<file path="src/pkg/tal_params.svh">
// constants of the tape autolocator: offsets, fields, resets, timing
`ifndef TAL_PARAMS_SVH
`define TAL_PARAMS_SVH

// --------------------
// clock and timing
// --------------------
`define TAL_CLK_HZ 40000000
`define TAL_HOLD_MS 500
`define TAL_HOLD_CYCLES ((`TAL_CLK_HZ / 1000) * `TAL_HOLD_MS)
`define TAL_BLINK_MS 250
`define TAL_BLINK_CYCLES ((`TAL_CLK_HZ / 1000) * `TAL_BLINK_MS)
`define TAL_FLASH_MS 1000
`define TAL_FLASH_CYCLES ((`TAL_CLK_HZ / 1000) * `TAL_FLASH_MS)

// --------------------
// tape counter
// --------------------
`define TAL_CNT_W 14
`define TAL_CNT_MOD 10000
`define TAL_MIN_GAP 3
`define TAL_TRACKS 4

// --------------------
// apb register map
// --------------------
`define TAL_ADDR_W 8
`define TAL_CTRL_OFS 8'h00
`define TAL_STATUS_OFS 8'h04
`define TAL_COUNTER_OFS 8'h08
`define TAL_MARKER1_OFS 8'h0c
`define TAL_MARKER2_OFS 8'h10
`define TAL_CTRL_LOCK_BIT 0
`define TAL_CTRL_ERASE_BIT 1
`define TAL_CTRL_RESET 1'b0
`define TAL_STAT_PEND_BIT 4
`define TAL_STAT_V1_BIT 5
`define TAL_STAT_V2_BIT 6
`define TAL_STAT_REC_BIT 7

`endif

</file>
<file path="src/pkg/tal_pkg.sv">
// types shared by the tape autolocator design files
package tal_pkg;

    // transport states
    typedef enum logic [3:0] {
        TAL_IDLE,
        TAL_PLAY,
        TAL_REC,
        TAL_WIND_HOME,
        TAL_LOCATE,
        TAL_LOOP_SEEK,
        TAL_LOOP_PLAY,
        TAL_LOOP_REW
    } tal_state_e;

    // front panel keys, high while pressed
    typedef struct packed {
        logic store_key;
        logic first_recall_key;
        logic second_recall_key;
        logic return_home_key;
        logic counter_clear_key;
        logic play_key;
        logic stop_key;
        logic record_key;
        logic loop_key;
    } tal_keys_s;

    // transport motor commands
    typedef struct packed {
        logic fast_forward;
        logic rewind;
        logic play;
        logic record;
    } tal_motor_s;

endpackage : tal_pkg

</file>
<file path="src/logic/tal_sync.sv">
// two-flop synchroniser for a bundle of asynchronous pins
`timescale 1ns/1ps

module tal_sync #(
    parameter int W = 1
) (
    // clock and reset
    input wire logic clk,
    input wire logic rst_n,
    // pins and synchronised levels
    input wire logic [W-1:0] d,
    output logic [W-1:0] q
);

    logic [W-1:0] meta_q;

    // first stage feeds only the second
    always_ff @(posedge clk or negedge rst_n)
    begin
        if (!rst_n)
        begin
            meta_q <= '0;
            q <= '0;
        end
        else
        begin
            meta_q <= d;
            q <= meta_q;
        end
    end

endmodule : tal_sync

</file>
<file path="src/logic/tal_marker.sv">
// one marker register with store, counter-clear recalculation and erase
`timescale 1ns/1ps

module tal_marker #(
    parameter int CW = 14,
    parameter int MOD = 10000
) (
    // clock and reset
    input wire logic clk,
    input wire logic rst_n,
    // control
    input wire logic erase,
    input wire logic store,
    input wire logic adjust,
    // data
    input wire logic [CW-1:0] value,
    input wire logic [CW-1:0] offset,
    output logic [CW-1:0] marker_q,
    output logic valid_q
);

    logic [CW:0] wrap_d;

    // marker minus offset, modulo the counter range
    always_comb
    begin
        if (marker_q >= offset)
            wrap_d = {1'b0, marker_q} - {1'b0, offset};
        else
            wrap_d = {1'b0, marker_q} + (CW+1)'(MOD) - {1'b0, offset};
    end

    // a new store simply replaces the old point
    always_ff @(posedge clk or negedge rst_n)
    begin
        if (!rst_n)
        begin
            marker_q <= '0;
            valid_q <= 1'b0;
        end
        else if (erase)
        begin
            marker_q <= '0; // [RULE7]
            valid_q <= 1'b0;
        end
        else if (store)
        begin
            marker_q <= value; // [RULE1] [RULE2]
            valid_q <= 1'b1;
        end
        else if (adjust && valid_q)
        begin
            marker_q <= wrap_d[CW-1:0]; // [RULE4]
        end
    end

endmodule : tal_marker

</file>
<file path="src/logic/tal_top.sv">
// tape autolocator: counter, two markers, locate, loop and track lamps
//
// Behaviour
// [RULE1] store key held plus recall key copies counter into that marker, lamp on
// [RULE2] every new store overwrites the previous marker value
// [RULE3] stores are ignored while locating to a marker or looping
// [RULE4] counter clear shifts both markers so they keep their tape spot
// [RULE5] recall held 0.5 s while stopped shows marker, no locate
// [RULE6] short recall tap fast winds toward that marker
// [RULE7] markers clear on cassette removal or power off
// [RULE8] return home key winds to counter zero and stops there
// [RULE9] counter clear during return home zeroes counter and stops
// [RULE10] locate needs distance of 3 or more, else marker lamp flashes
// [RULE11] play pressed while winding starts play on arrival
// [RULE12] loop start is the lower marker, loop end the higher
// [RULE13] loop request winds to loop start then plays
// [RULE14] at loop end rewind to start and play again, forever
// [RULE15] play with record held starts recording, armed lamps go steady
// [RULE16] stop ends recording, armed lamps blink again
// [RULE17] track at protected source is disarmed, lamp off
// [RULE18] four digit counter follows tape motion up and down
// [RULE19] markers under 3 apart: no loop, loop lamp off, both flash
// [RULE20] wind rewinds when counter above target, forward when below
//
// The implementer's own choices: the APB slave port and the register offsets.
`timescale 1ns/1ps
`include "tal_params.svh"

module tal_top #(
    parameter int HOLD_CYCLES = `TAL_HOLD_CYCLES,
    parameter int BLINK_CYCLES = `TAL_BLINK_CYCLES,
    parameter int FLASH_CYCLES = `TAL_FLASH_CYCLES,
    parameter int CW = `TAL_CNT_W,
    parameter int TRACKS = `TAL_TRACKS
) (
    // clock and reset
    input wire logic pclk,
    input wire logic presetn,
    // apb slave
    input wire logic psel,
    input wire logic penable,
    input wire logic pwrite,
    input wire logic [`TAL_ADDR_W-1:0] paddr,
    input wire logic [31:0] pwdata,
    output logic [31:0] prdata,
    output logic pready,
    output logic pslverr,
    // front panel and transport pins
    input wire tal_pkg::tal_keys_s panel_keys,
    input wire logic cassette_present,
    input wire logic tach_pulse,
    input wire logic tach_dir,
    input wire logic [TRACKS-1:0] track_source_live,
    // transport and display
    output tal_pkg::tal_motor_s motor,
    output logic [CW-1:0] display_value,
    output logic [1:0] marker_lamp,
    output logic loop_lamp,
    output logic [TRACKS-1:0] track_arm_lamp
);

    // --------------------
    // pin synchronisation
    // --------------------
    localparam int NK = $bits(tal_pkg::tal_keys_s);
    localparam int NS = NK + 3 + TRACKS;
    localparam logic [CW-1:0] CNT_MAX = CW'(`TAL_CNT_MOD - 1);
    localparam logic [CW-1:0] MIN_GAP = CW'(`TAL_MIN_GAP);

    logic [NS-1:0] sync_q;
    tal_pkg::tal_keys_s keys;
    tal_pkg::tal_keys_s keys_prev_q;
    tal_pkg::tal_keys_s key_rise;
    logic cass_q, tach_q, dir_q, cass_prev_q, tach_prev_q;
    logic [TRACKS-1:0] armed;

    tal_sync #(.W(NS)) u_sync (
        .clk(pclk),
        .rst_n(presetn),
        .d({panel_keys, cassette_present, tach_pulse, tach_dir,
            track_source_live}),
        .q(sync_q)
    );

    // the lock bit masks every key, not the transport sensors
    logic lock_q;
    assign keys = lock_q ? '0 : sync_q[NS-1 -: NK];
    assign cass_q = sync_q[TRACKS+2];
    assign tach_q = sync_q[TRACKS+1];
    assign dir_q = sync_q[TRACKS];
    assign armed = sync_q[TRACKS-1:0]; // [RULE17]
    assign key_rise = keys & ~keys_prev_q;

    // edge history of the synchronised levels
    always_ff @(posedge pclk or negedge presetn)
    begin
        if (!presetn)
        begin
            keys_prev_q <= '0;
            cass_prev_q <= 1'b0;
            tach_prev_q <= 1'b0;
        end
        else
        begin
            keys_prev_q <= keys;
            cass_prev_q <= cass_q;
            tach_prev_q <= tach_q;
        end
    end

    // --------------------
    // helpers
    // --------------------
    function automatic logic [CW-1:0] absdiff(input logic [CW-1:0] a,
                                              input logic [CW-1:0] b);
        absdiff = (a > b) ? a - b : b - a;
    endfunction : absdiff

    tal_pkg::tal_state_e state_q;
    logic [CW-1:0] counter_q, target_q, loop_lo_q, loop_hi_q;
    logic [CW-1:0] m1, m2, sel_marker;
    logic v1, v2, sel_valid;
    logic play_pend_q, erase_q;
    logic winding, looping, clear_ev, tach_ev, erase_ev;

    assign winding = state_q == tal_pkg::TAL_WIND_HOME ||
                     state_q == tal_pkg::TAL_LOCATE ||
                     state_q == tal_pkg::TAL_LOOP_SEEK ||
                     state_q == tal_pkg::TAL_LOOP_REW;
    assign looping = state_q == tal_pkg::TAL_LOOP_SEEK ||
                     state_q == tal_pkg::TAL_LOOP_PLAY ||
                     state_q == tal_pkg::TAL_LOOP_REW;
    assign clear_ev = key_rise.counter_clear_key;
    assign tach_ev = tach_q && !tach_prev_q;
    assign erase_ev = (cass_prev_q && !cass_q) || erase_q; // [RULE7]

    // --------------------
    // tape counter
    // --------------------
    // wraps at four digits so the markers stay comparable
    always_ff @(posedge pclk or negedge presetn)
    begin
        if (!presetn)
            counter_q <= '0;
        else if (clear_ev)
            counter_q <= '0; // [RULE9]
        else if (tach_ev && dir_q)
            counter_q <= (counter_q == CNT_MAX) ? '0 : counter_q + 1'b1;
        else if (tach_ev)
            counter_q <= (counter_q == '0) ? CNT_MAX : counter_q - 1'b1;
    end // [RULE18]

    // --------------------
    // recall key timing: tap versus hold
    // --------------------
    logic rec_active_q, rec_sel_q, rec_supp_q, show_q;
    logic [31:0] hold_cnt_q;
    logic sel_level, rec_release, tap;

    assign sel_level = rec_sel_q ? keys.second_recall_key
                                 : keys.first_recall_key;
    assign rec_release = rec_active_q && !sel_level;
    assign tap = rec_release && !rec_supp_q; // [RULE6]
    assign sel_marker = rec_sel_q ? m2 : m1;
    assign sel_valid = rec_sel_q ? v2 : v1;

    // a press that came with the store key never locates
    always_ff @(posedge pclk or negedge presetn)
    begin
        if (!presetn)
        begin
            rec_active_q <= 1'b0;
            rec_sel_q <= 1'b0;
            rec_supp_q <= 1'b0;
            show_q <= 1'b0;
            hold_cnt_q <= '0;
        end
        else if (!rec_active_q &&
                 (key_rise.first_recall_key || key_rise.second_recall_key))
        begin
            rec_active_q <= 1'b1;
            rec_sel_q <= key_rise.second_recall_key;
            rec_supp_q <= keys.store_key;
            hold_cnt_q <= '0;
        end
        else if (rec_release)
        begin
            rec_active_q <= 1'b0;
            show_q <= 1'b0;
        end
        else if (rec_active_q && hold_cnt_q == 32'(HOLD_CYCLES - 1))
        begin
            hold_cnt_q <= hold_cnt_q + 1'b1;
            rec_supp_q <= 1'b1; // [RULE5]
            show_q <= state_q == tal_pkg::TAL_IDLE; // [RULE5]
        end
        else if (rec_active_q && hold_cnt_q < 32'(HOLD_CYCLES))
            hold_cnt_q <= hold_cnt_q + 1'b1;
    end

    // --------------------
    // markers
    // --------------------
    logic store_ok;
    assign store_ok = keys.store_key &&
                      state_q != tal_pkg::TAL_LOCATE && !looping; // [RULE3]

    tal_marker #(.CW(CW), .MOD(`TAL_CNT_MOD)) u_marker1 (
        .clk(pclk),
        .rst_n(presetn),
        .erase(erase_ev),
        .store(store_ok && key_rise.first_recall_key), // [RULE1]
        .adjust(clear_ev), // [RULE4]
        .value(counter_q),
        .offset(counter_q),
        .marker_q(m1),
        .valid_q(v1)
    );

    tal_marker #(.CW(CW), .MOD(`TAL_CNT_MOD)) u_marker2 (
        .clk(pclk),
        .rst_n(presetn),
        .erase(erase_ev),
        .store(store_ok && key_rise.second_recall_key), // [RULE1]
        .adjust(clear_ev), // [RULE4]
        .value(counter_q),
        .offset(counter_q),
        .marker_q(m2),
        .valid_q(v2)
    );

    // --------------------
    // locate and loop decisions
    // --------------------
    logic loc_ok, loc_bad, loop_req, loop_ok, loop_bad, at_target;
    logic [CW-1:0] lo_d, hi_d;

    assign loc_ok = tap && sel_valid && state_q != tal_pkg::TAL_REC &&
                    absdiff(counter_q, sel_marker) >= MIN_GAP; // [RULE10]
    assign loc_bad = tap && !loc_ok;
    assign loop_req = key_rise.loop_key && state_q != tal_pkg::TAL_REC;
    assign loop_ok = loop_req && v1 && v2 &&
                     absdiff(m1, m2) >= MIN_GAP; // [RULE19]
    assign loop_bad = loop_req && !loop_ok;
    assign lo_d = (m1 < m2) ? m1 : m2; // [RULE12]
    assign hi_d = (m1 < m2) ? m2 : m1; // [RULE12]
    assign at_target = counter_q == target_q;

    // --------------------
    // transport state machine
    // --------------------
    // a clear during the home wind wins over arrival and keys
    always_ff @(posedge pclk or negedge presetn)
    begin
        if (!presetn)
            state_q <= tal_pkg::TAL_IDLE;
        else if (clear_ev && state_q == tal_pkg::TAL_WIND_HOME)
            state_q <= tal_pkg::TAL_IDLE; // [RULE9]
        else if (key_rise.stop_key)
            state_q <= tal_pkg::TAL_IDLE; // [RULE16]
        else if (key_rise.return_home_key &&
                 state_q != tal_pkg::TAL_REC)
            state_q <= (counter_q == '0) ? tal_pkg::TAL_IDLE
                                         : tal_pkg::TAL_WIND_HOME; // [RULE8]
        else if (loc_ok)
            state_q <= tal_pkg::TAL_LOCATE; // [RULE6]
        else if (loop_ok)
            state_q <= (counter_q == lo_d) ? tal_pkg::TAL_LOOP_PLAY
                                           : tal_pkg::TAL_LOOP_SEEK;
        else
        begin
            case (state_q)
                tal_pkg::TAL_IDLE:
                    if (key_rise.play_key && keys.record_key && |armed)
                        state_q <= tal_pkg::TAL_REC; // [RULE15]
                    else if (key_rise.play_key)
                        state_q <= tal_pkg::TAL_PLAY;
                tal_pkg::TAL_WIND_HOME, tal_pkg::TAL_LOCATE:
                    if (at_target)
                        state_q <= (play_pend_q || key_rise.play_key)
                                   ? tal_pkg::TAL_PLAY
                                   : tal_pkg::TAL_IDLE; // [RULE8] [RULE11]
                tal_pkg::TAL_LOOP_SEEK, tal_pkg::TAL_LOOP_REW:
                    if (at_target)
                        state_q <= tal_pkg::TAL_LOOP_PLAY; // [RULE13]
                tal_pkg::TAL_LOOP_PLAY:
                    if (counter_q == loop_hi_q)
                        state_q <= tal_pkg::TAL_LOOP_REW; // [RULE14]
                default:
                    ;
            endcase
        end
    end

    // wind target and loop bounds
    always_ff @(posedge pclk or negedge presetn)
    begin
        if (!presetn)
        begin
            target_q <= '0;
            loop_lo_q <= '0;
            loop_hi_q <= '0;
        end
        else if (key_rise.return_home_key)
            target_q <= '0;
        else if (loc_ok)
            target_q <= sel_marker;
        else if (loop_ok)
        begin
            target_q <= lo_d; // [RULE13]
            loop_lo_q <= lo_d;
            loop_hi_q <= hi_d;
        end
        else if (clear_ev && looping)
        begin
            target_q <= '0;
            loop_lo_q <= '0;
            loop_hi_q <= '0;
        end
        else if (state_q == tal_pkg::TAL_LOOP_PLAY)
            target_q <= loop_lo_q; // [RULE14]
    end

    // play pressed during a home or locate wind is remembered until arrival
    always_ff @(posedge pclk or negedge presetn)
    begin
        if (!presetn)
            play_pend_q <= 1'b0;
        else if (key_rise.play_key &&
                 (state_q == tal_pkg::TAL_WIND_HOME ||
                  state_q == tal_pkg::TAL_LOCATE))
            play_pend_q <= 1'b1; // [RULE11]
        else if (state_q != tal_pkg::TAL_WIND_HOME &&
                 state_q != tal_pkg::TAL_LOCATE)
            play_pend_q <= 1'b0;
    end

    // --------------------
    // lamp timing
    // --------------------
    logic [31:0] blink_cnt_q, flash_cnt_q;
    logic blink_q;
    logic [1:0] flash_q;

    // free-running blink shared by the marker and track arm lamps
    always_ff @(posedge pclk or negedge presetn)
    begin
        if (!presetn)
        begin
            blink_cnt_q <= '0;
            blink_q <= 1'b0;
        end
        else if (blink_cnt_q == 32'(BLINK_CYCLES - 1))
        begin
            blink_cnt_q <= '0;
            blink_q <= !blink_q;
        end
        else
            blink_cnt_q <= blink_cnt_q + 1'b1;
    end

    // refused locate or loop flashes for a fixed time
    always_ff @(posedge pclk or negedge presetn)
    begin
        if (!presetn)
        begin
            flash_q <= 2'b00;
            flash_cnt_q <= '0;
        end
        else if (loop_bad)
        begin
            flash_q <= 2'b11; // [RULE19]
            flash_cnt_q <= '0;
        end
        else if (loc_bad)
        begin
            flash_q <= rec_sel_q ? 2'b10 : 2'b01; // [RULE10]
            flash_cnt_q <= '0;
        end
        else if (flash_cnt_q == 32'(FLASH_CYCLES - 1))
            flash_q <= 2'b00;
        else if (|flash_q)
            flash_cnt_q <= flash_cnt_q + 1'b1;
    end

    // --------------------
    // registered outputs
    // --------------------
    // motor commands lag the state by one cycle
    always_ff @(posedge pclk or negedge presetn)
    begin
        if (!presetn)
            motor <= '0;
        else
        begin
            motor.fast_forward <= winding && counter_q < target_q; // [RULE20]
            motor.rewind <= winding && counter_q > target_q; // [RULE20]
            motor.play <= state_q == tal_pkg::TAL_PLAY ||
                          state_q == tal_pkg::TAL_REC ||
                          state_q == tal_pkg::TAL_LOOP_PLAY;
            motor.record <= state_q == tal_pkg::TAL_REC; // [RULE15]
        end
    end

    // display and lamps
    always_ff @(posedge pclk or negedge presetn)
    begin
        if (!presetn)
        begin
            display_value <= '0;
            marker_lamp <= 2'b00;
            loop_lamp <= 1'b0;
            track_arm_lamp <= '0;
        end
        else
        begin
            display_value <= show_q ? sel_marker : counter_q; // [RULE5]
            marker_lamp[0] <= flash_q[0] ? blink_q : v1; // [RULE1]
            marker_lamp[1] <= flash_q[1] ? blink_q : v2; // [RULE1]
            loop_lamp <= looping; // [RULE19]
            track_arm_lamp <= armed & {TRACKS{blink_q ||
                state_q == tal_pkg::TAL_REC}}; // [RULE15] [RULE16] [RULE17]
        end
    end

    // --------------------
    // apb slave, one wait state
    // --------------------
    logic access, done, mapped;
    logic [31:0] rd_d;

    assign access = psel && penable;
    assign done = access && pready;

    // read mux; unmapped reads return zero
    always_comb
    begin
        rd_d = '0;
        mapped = 1'b1;
        case (paddr)
            `TAL_CTRL_OFS:
                rd_d[`TAL_CTRL_LOCK_BIT] = lock_q;
            `TAL_STATUS_OFS:
            begin
                rd_d[3:0] = state_q;
                rd_d[`TAL_STAT_PEND_BIT] = play_pend_q;
                rd_d[`TAL_STAT_V1_BIT] = v1;
                rd_d[`TAL_STAT_V2_BIT] = v2;
                rd_d[`TAL_STAT_REC_BIT] = state_q == tal_pkg::TAL_REC;
            end
            `TAL_COUNTER_OFS:
                rd_d[CW-1:0] = counter_q;
            `TAL_MARKER1_OFS:
                rd_d[CW-1:0] = m1;
            `TAL_MARKER2_OFS:
                rd_d[CW-1:0] = m2;
            default:
                mapped = 1'b0;
        endcase
    end

    // answer registered one cycle into the access phase
    always_ff @(posedge pclk or negedge presetn)
    begin
        if (!presetn)
        begin
            pready <= 1'b0;
            prdata <= '0;
            pslverr <= 1'b0;
        end
        else
        begin
            pready <= access && !pready;
            prdata <= (access && !pready && !pwrite) ? rd_d : '0;
            pslverr <= access && !pready && !mapped;
        end
    end

    // control writes land at the completing edge only
    always_ff @(posedge pclk or negedge presetn)
    begin
        if (!presetn)
        begin
            lock_q <= `TAL_CTRL_RESET;
            erase_q <= 1'b0;
        end
        else
        begin
            erase_q <= done && pwrite && paddr == `TAL_CTRL_OFS &&
                       pwdata[`TAL_CTRL_ERASE_BIT];
            if (done && pwrite && paddr == `TAL_CTRL_OFS)
                lock_q <= pwdata[`TAL_CTRL_LOCK_BIT];
        end
    end

endmodule : tal_top

</file>
<file path="config.mk">
export PLATFORM = sky130hd
export DESIGN_NAME = tal_top
export DESIGN_NICKNAME = d
export VERILOG_FILES = /design/src/pkg/tal_pkg.sv /design/src/logic/tal_sync.sv /design/src/logic/tal_marker.sv /design/src/logic/tal_top.sv
export VERILOG_INCLUDE_DIRS = /design/src /design/src/pkg
export SDC_FILE = /design/constraint.sdc
export NUM_CORES = 1
export LEC_CHECK = 0
export ABC_AREA = 1
export ABC_CLOCK_PERIOD_IN_PS = 3800
export BUFFER_PORTS_ARGS = -buffer_cell sky130_fd_sc_hd__buf_2
export CAP_MARGIN = 20
export CORE_MARGIN = 2
export CORE_UTILIZATION = 30
export CTS_CLUSTER_DIAMETER = 120
export DETAILED_ROUTE_END_ITERATION = 10
export GPL_TIMING_DRIVEN = 0
export PLACE_DENSITY_LB_ADDON = 0.1
export SYNTH_ARGS = -nofsm -noshare
export SYNTH_HDL_FRONTEND = slang
export SYNTH_HIERARCHICAL = 1
export SYNTH_SLANG_ARGS = --single-unit
</file>
<file path="constraint.sdc">
create_clock -name pclk -period 3.8 [get_ports pclk]
set_input_delay 0.76 -clock pclk [delete_from_list [all_inputs] [get_ports pclk]]
set_output_delay 0.76 -clock pclk [all_outputs]
set_load 0.01 [all_outputs]
</file>
==> results by group, run 1 <==
Power and ir drop
  – PD cells: approximately 850 nW/um2
  – Pleak: roughly 0.014 uW
  – Peak VDD IR: 0.330 mV

Clock network
  – H-tree depth: 2
  – Worst skew pair latency: 0.58 ns
  – Cts hold-fix bufs: 0
  – CTS Root Cell: clkbuf_16
  – CTS tree: yes
  – CTS Buffer Depth: 3
  – TritonCTS Buffers: 39
  – Clk sink count: 277
  – CTS clk-pin slew, worst paths: approximately 0.070 ns

Logic synthesis
  – Proportion of synthesized area in mux cells: less than 1%
  – Post-Synth Adder-Cell Area: under 10%
  – Main combinational cell family by area after synthesis: simple AND/OR/NAND/NOR gates
  – Count leader, synth: nand2_1
  – Commonest cells post-synth: nand2_1, inv_1, nor2_1
  – Simple-Gate Fraction of Synth Area: a little over a third
  – Main flop type after synthesis: dfrtp_1
  – Top post-synthesis cells by area: dfrtp_1, nand2_1, inv_1
  – Synth Area in Compound Gates: a little under a tenth
  – Post-synth EDFFs: 0
  – Sequential cell area fraction in the yosys report: a little under a third
  – Area leader, netlist: dfrtp_1
  – Synth unique cells: 66
  – Post-synth ARST share: 100%
  – Synth top area share: 30.5%
  – Synthesized instance count: ~3,400
  – Syn Area/Cell: 6.66 um2
  – Synth warn: 6
  – Post-synthesis xor/xnor area fraction: roughly 3.8%
  – Post-Syn Area: around 23,000 um2
  – #FFs+latches synth: roughly 280

Layout
  – # diodes: 0
  – Final core occ: 36.1%
  – Multi-input gate area: around 14,000 um2
  – Share of layout cells above drive strength 1: between 10% and 20%
  – Final net count: 3,811
  – Synth-to-layout area growth: 18.6%
  – Reg area: 7000 um2
  – Fillcell total: a little over 8,000

Detailed routing
  – DRT iter0 DRCs: around 1,700
  – Post-route DRC violation count: 0
  – Drt pass-1 iters: 6
  – Final ANT Viol Nets: 0
  – Vias per Instance: between 4 and 5
  – Drt wl/cell: approximately 18 um
  – WL final: a little over 80,000 um
  – Via count: ~22,000

Setup path
  – Startpoint Class: flop
  – Critical path endpoint category: flop
  – RR Startpoint: rec_sel_q
  – Max FO, Critical Path: 8
  – Crit path kind: reg2reg
  – Worst Setup SP: rec_sel_q
  – Internal reg-to-reg setup slack: 0.10 ns
  – Reg-to-reg endpoint: target_q[11]
  – WP data arrival: slightly above 4 ns
  – Req. time, crit path: 4.25 ns
  – End of the critical path: target_q[11]
  – Reg2reg path depth: 25

Floorplan
  – DIE WIDTH: ~280 um
  – Core outline area: 74,700 um2
  – Rows: 100
  – Die height: about 280 um
  – Die footprint: roughly 80,000 um2
  – IO Pins: 120
  – Starting Density: 30.4%

Timing
  – Final hold vios: 0
  – Final TNS setup: 0 ns
  – Final hold slack: 0.224 ns
  – Layout Skew: just over 0.03 ns
  – Fmax: 270 MHz
  – Max-slew violation count: 0
  – Fin crit share: 97.4%
  – Final setup violating endpoints: 0
  – Tightest Pin Transition: about 1.0 ns
  – Fin crit period: 3.70 ns
  – Relative slew slack: 32.6%

GRT
  – Initial antenna violation count: 6
  – Vias in the first global route: approximately 22,000
  – First-pass GRT wire length: ~130,000 um
  – Total congestion overflow: 0
  – Overall Global Routing Usage: between 20% and 30%
  – Largest net degree at the start of global routing: 99

Placed design
  – Number of I/O port buffers: 71
  – Dpl hpwl: about 64,000 um
  – Gpl congestion: between 0.9 and 1

Min path
  – Hold Crit Class: in2async

Run status
  – Status: completed

Flow run
  – Max Cap Violations: 0
[sequential cells by signal, indices dropped and copies added (netlist names), 7 cells and up]
name                count
u_marker1/marker_q     14
u_sync/meta_q          16
loop_hi_q              14
prdata                 14
blink_cnt_q            32
counter_q              14
u_marker2/marker_q     14
flash_cnt_q            32
u_sync/q               16
keys_prev_q             7
hold_cnt_q             32
loop_lo_q              14
target_q               14
display_value          14
[power by group]
part           total [uW]  switching (uW)  internal (uW)
sequential           4080             808           3270
clock                4000            1570           2430
combinational       14800            9810           5020
[worst max-delay path: stages, from the launching register on]
cell and delay, ns:
dfrtp_4 0.59, buf_12 0.19, o21ai_4 0.24, inv_1 0.08, ha_2 0.40, nand2_1 0.17
nor2_2 0.17, and2_1 0.15, nand2_2 0.06, nand2_4 0.08, nand2_4 0.07, buf_4 0.13
nand2_1 0.05, nand2_1 0.04, inv_1 0.06, nand2_2 0.06, nor2_4 0.15, nand2_4 0.12
nand2_4 0.10, nand2_2 0.07, buf_6 0.15, inv_2 0.06, nand2_4 0.07, buf_6 0.15
nand3_1 0.08, nand2_1 0.05
[layout make-up]
cell class	instances	share of cell area, %
Clock inverter	24	1.18
Sequential cell	277	25.9
Clock buffer	47	3.95
Timing Repair Buffer	125	3.36
Multi-Input combinational cell	2505	50.8
Inverter	549	7.74
Buffer	99	2.48
Tap cell	969	4.50
[worst min path at each step]
stage                                 start          endpoint  slack, ns  cells past startpoint
after floorplan            u_sync/meta_q[0]       u_sync/q[0]       0.33                      0
after global placement     u_sync/meta_q[3]       u_sync/q[3]       0.33                      0
after detailed placement  u_sync/meta_q[12]      u_sync/q[12]       0.33                      0
after CTS                           presetn   blink_cnt_q[23]       0.25                      1
after global routing          panel_keys[1]  u_sync/meta_q[8]       0.26                      1
final                               presetn   blink_cnt_q[31]       0.22                      1
[metal layers]
metal / vias up / track usage (%) / routed length (um)
li1: 11223 / - / -
met1: 10430 / 30.6 / 40600
met2: 610 / 32.6 / 35700
met3: 111 / 3.04 / 4790
met4: 8 / 5.60 / 1970
met5: - / 0 / 46
[timing repair]
item / CTS / global route
hold endpoints to repair: 0 / 0
buffers inserted: 10 / 31
setup endpoints to repair: 79 / 79
pin swaps: 5 / 26
gates resized for setup: 121 / 131
cloned: 0 / 8
[through the flow]
stage          total power (uW)  cell area, um2  cells  worst slack, ns
3_5_place_dp              17900           24500   4477            -1.13
5_1_grt                   25000           27000   4595          -0.0172
4_1_cts                   22300           26200   4556           0.0192
2_1_floorplan             13700           22800   3431            0.446
3_3_place_gp              17900           24400   4471            -3.66
6_report                  22900           27000   4595            0.101
[cells in the final DEF, fill, tap and decap left out, types with 13 or more instances in the layout]
cell / Yosys / final
xnor2_1: 20 / 20
ha_1: 138 / 126
nand4_1: 83 / 83
inv_2: 16 / 30
dfrtp_2: 0 / 30
buf_4: 25 / 68
nor2_1: 350 / 341
clkbuf_16: 0 / 45
clkinv_2: 0 / 17
o22ai_1: 22 / 22
xor2_1: 79 / 79
conb_1: 1 / 18
nand3_1: 262 / 259
nor3_1: 78 / 78
nor4_1: 30 / 29
nand2_2: 33 / 45
inv_1: 520 / 503
dfrtp_1: 277 / 240
o21ai_0: 124 / 99
clkbuf_1: 48 / 36
a21oi_1: 104 / 97
o21ai_4: 0 / 13
buf_2: 16 / 80
o21ai_1: 21 / 31
nand2_1: 984 / 964
o31ai_1: 15 / 15
[cell families (layout without fill, tap and decap cells)]
logic type / Yosys count / count (layout)
fa+ha+maj: 154 / 154
other cells: 1 / 18
mux: 2 / 2
buf+inv: 650 / 844
compound gates: 359 / 359
xor+xnor: 99 / 99
simple gates: 1872 / 1873
flops: 277 / 277
Note: power is estimated with default switching activity, not from simulation.
==> inputs of run 2 (changes only) <==
- ABC_CLOCK_PERIOD_IN_PS: 3800 -> not set
- GPL_TIMING_DRIVEN: 0 -> not set
==> results by group, run 2 (same netlist as run 1, synthesis figures left out) <==
Run status
  – Status: completed

GRT
  – Vias in the first global route: 21,560 (-0.093%)
  – Initial antenna violation count: 3 (-3)
  – Largest net degree at the start of global routing: 73 (-26%)
  – Total congestion overflow: 0 (unchanged)
  – First-pass GRT wire length: 127,000 um (-0.29%)
  – Overall Global Routing Usage: 20.9% (-0.17 points)

Detailed routing
  – Met2 WL: 35,300 um (-1.0%)
  – Drt wl/cell: 17.7 um (-2.3%)
  – Met1 WL: 40,200 um (-0.94%)
  – Final ANT Viol Nets: 0 (unchanged)
  – Vias per Instance: 4.79 (-1.7%)
  – Via count: 22,122 (-1.2%)
  – Post-route DRC violation count: 0 (unchanged)
  – Metal3 WL: 4060 um (-15%)
  – Drt pass-1 iters: 5 (-1)
  – WL final: 81,600 um (-1.7%)
  – DRT iter0 DRCs: 1,539 (-11%)
  – Highest routed layer: met5

Placed design
  – Number of I/O port buffers: 71 (unchanged)
  – Gpl congestion: 0.887 (-6.0%)
  – Area after DPL: 25,200 um2 (+3.2%)
  – Dpl hpwl: 63,600 um (-0.66%)

Setup path
  – Internal reg-to-reg setup slack: 0.23 ns (+0.13 ns)
  – RR Startpoint: rec_sel_q
  – Cell Chain, Critical Path: buf_12, o21ai_0, buf_4, buf_4, fa_2, inv_1, o21ai_2, buf_4, buf_4, nand2_1, nand3b_1, nor2_2, nand2_1, nor2_1, nand2_1, a21oi_2, nand2_4, nand2_4, buf_4, nand2_1, nand2_4, clkbuf_16, nor3b_2
  – WP data arrival: 4.02 ns (-0.13 ns)
  – Most used cell, CP: buf_4
  – Startpoint Class: flop
  – Crit path kind: reg2reg
  – Worst path max stage delay: 0.46 ns (-0.13 ns)
  – Top delay family on crit path: buffers and inverters
  – WP buf/inv: 8 (+1)
  – Reg2reg path depth: 23 (-8.0%)
  – Reg-to-reg endpoint: flash_cnt_q[9]
  – Max FO, Critical Path: 24 (+16)
  – Req. time, crit path: 4.25 ns (about the same)
  – Slowest CP cell: dfrtp_2
  – Critical path endpoint category: flop
  – WP depth: 23 (-8.0%)

Floorplan
  – Die footprint: 78,000 um2 (unchanged)
  – Starting Density: 30.4% (unchanged)
  – DIE WIDTH: 279 um (unchanged)
  – Die height: 279 um (unchanged)
  – Core outline area: 74,700 um2 (unchanged)
  – IO Pins: 120 (unchanged)
  – Rows: 100 (unchanged)

Power and ir drop
  – Internal power: 11,000 uW (+2.4%)
  – Final Power: 22,900 uW (about the same)
  – Combinational share of power: 68.2% (+3.5 points)
  – PD cells: 854 nW/um2 (+0.46%)
  – Switching power total: 11,900 uW (-2.0%)
  – Switching fraction of total power: 52.1% (-1.1 points)
  – Reg power frac: 15.0% (-2.8 points)
  – Peak VDD IR: 0.312 mV (-5.4%)
  – Clk pwr share: 16.8% (-0.7 points)
  – Pleak: 0.0142 uW (+1.7%)

Flow run
  – Max Cap Violations: 0 (unchanged)

Timing
  – Fin crit share: 94.0% (-3.4 points)
  – Max-slew violation count: 0 (unchanged)
  – Layout Skew: 0.0168 ns (-0.0137 ns)
  – RSZ-0062 raised after global routing: true
  – Final setup violating endpoints: 0 (unchanged)
  – Fmax: 280 MHz (+3.6%)
  – Relative slew slack: 32.4% (-0.24 points)
  – Tightest Pin Transition: 1.01 ns (+0.00622 ns)
  – Fin crit period: 3.57 ns (-0.128 ns)
  – Final hold vios: 0 (unchanged)

Layout
  – Finished Cell Area: 26,900 um2 (-0.39%)
  – Share of layout cells above drive strength 1: 12.3% (-1.2 points)
  – Commonest non-fill, non-tap cell in the layout: nand2_1
  – Commonest cells after routing, fill and taps aside: nand2_1, inv_1, nor2_1
  – # diodes: 0 (unchanged)
  – Biggest regs: blink_cnt_q x32, flash_cnt_q x32, hold_cnt_q x32
  – Synth-to-layout area growth: 18.2%
  – Final net count: 3,840 (+0.76%)

Clock network
  – Clk sink count: 277 (unchanged)
  – CTS clk-pin slew, worst paths: 0.06 ns (about the same)
  – CTS Buffer Depth: 3 (unchanged)
  – H-tree depth: 2 (unchanged)
  – Cts hold-fix bufs: 0 (unchanged)
  – CTS tree: yes
  – Worst skew pair latency: 0.57 ns (about the same)
  – CTS Root Cell: clkbuf_16
  – TritonCTS Buffers: 36 (-7.7%)

Min path
  – Hold Crit Class: in2async
run 2: changes by cell type in the layout (fill, tap and decap cells not counted), sizes merged:
cell | before | now
bufinv | 6 | 7
inv | 539 | 538
buf | 171 | 253
nor2 | 362 | 363
nand2 | 1022 | 1021
clkinv | 24 | 23
clkbuf | 100 | 47
clkinvlp | 4 | 2
run 2: through the flow:
stage	utilization [%]	setup TNS (ns)	cells	setup slack [ns]	hold slack [ns]
final	36.0	0	4621	0.229	0.176
after global routing	36.0	-0.395	4621	-0.0304	0.214
after CTS	35.6	0	4612	0.000540	0.175
after detailed placement	33.8	-0.530	4547	-0.0458	0.335
after global placement	33.8	-0.0953	4547	-0.0178	0.332
after floorplan	-	0	3431	0.446	0.331
run 2: power by group through the flow:
stage          Combinational, uW  Sequential, uW  Clock (uW)
2_1_floorplan              10000            3660           0
3_5_place_dp               15300            3490           0
6_report                   15600            3440        3860
3_3_place_gp               15400            3500           0
4_1_cts                    15400            3440        3980
5_1_grt                    17600            3480        4080
run 2: area by class of cell:
| class | count | area [um2] |
|---|---|---|
| fillers | 8124 | 47800 |
| multi-input cells | 2505 | 13400 |
| flip-flops and latches | 277 | 6930 |
| inverters | 549 | 2060 |
| repair buffers | 256 | 1910 |
| well taps | 969 | 1210 |
| clock buffers | 44 | 1000 |
| clock inverters | 21 | 335 |
run 2: what timing repair did:
| action | in CTS | in global routing |
|---|---|---|
| gates cloned | 0 | 6 |
| buffers inserted | 0 | 3 |
| endpoints found under the setup margin | 38 | 79 |
| resized for setup | 1 | 42 |
| pin swaps | 0 | 5 |
run 2: worst max-delay path by stage:
stage	from	to	slack (ns)
after floorplan	rec_sel_q	target_q[10]	0.45
after global placement	rec_sel_q	target_q[9]	-0.02
after detailed placement	rec_sel_q	target_q[5]	-0.05
after CTS	rec_sel_q	target_q[10]	0.0005
after global routing	rec_sel_q	flash_cnt_q[1]	-0.03
final	rec_sel_q	flash_cnt_q[9]	0.23
run 2: metal layers:
layer	vias to the layer above	GRT usage, %
met2	533	32.6
met5	-	0
li1	11250	-
met3	93	2.49
met1	10240	30.5
met4	6	5.46
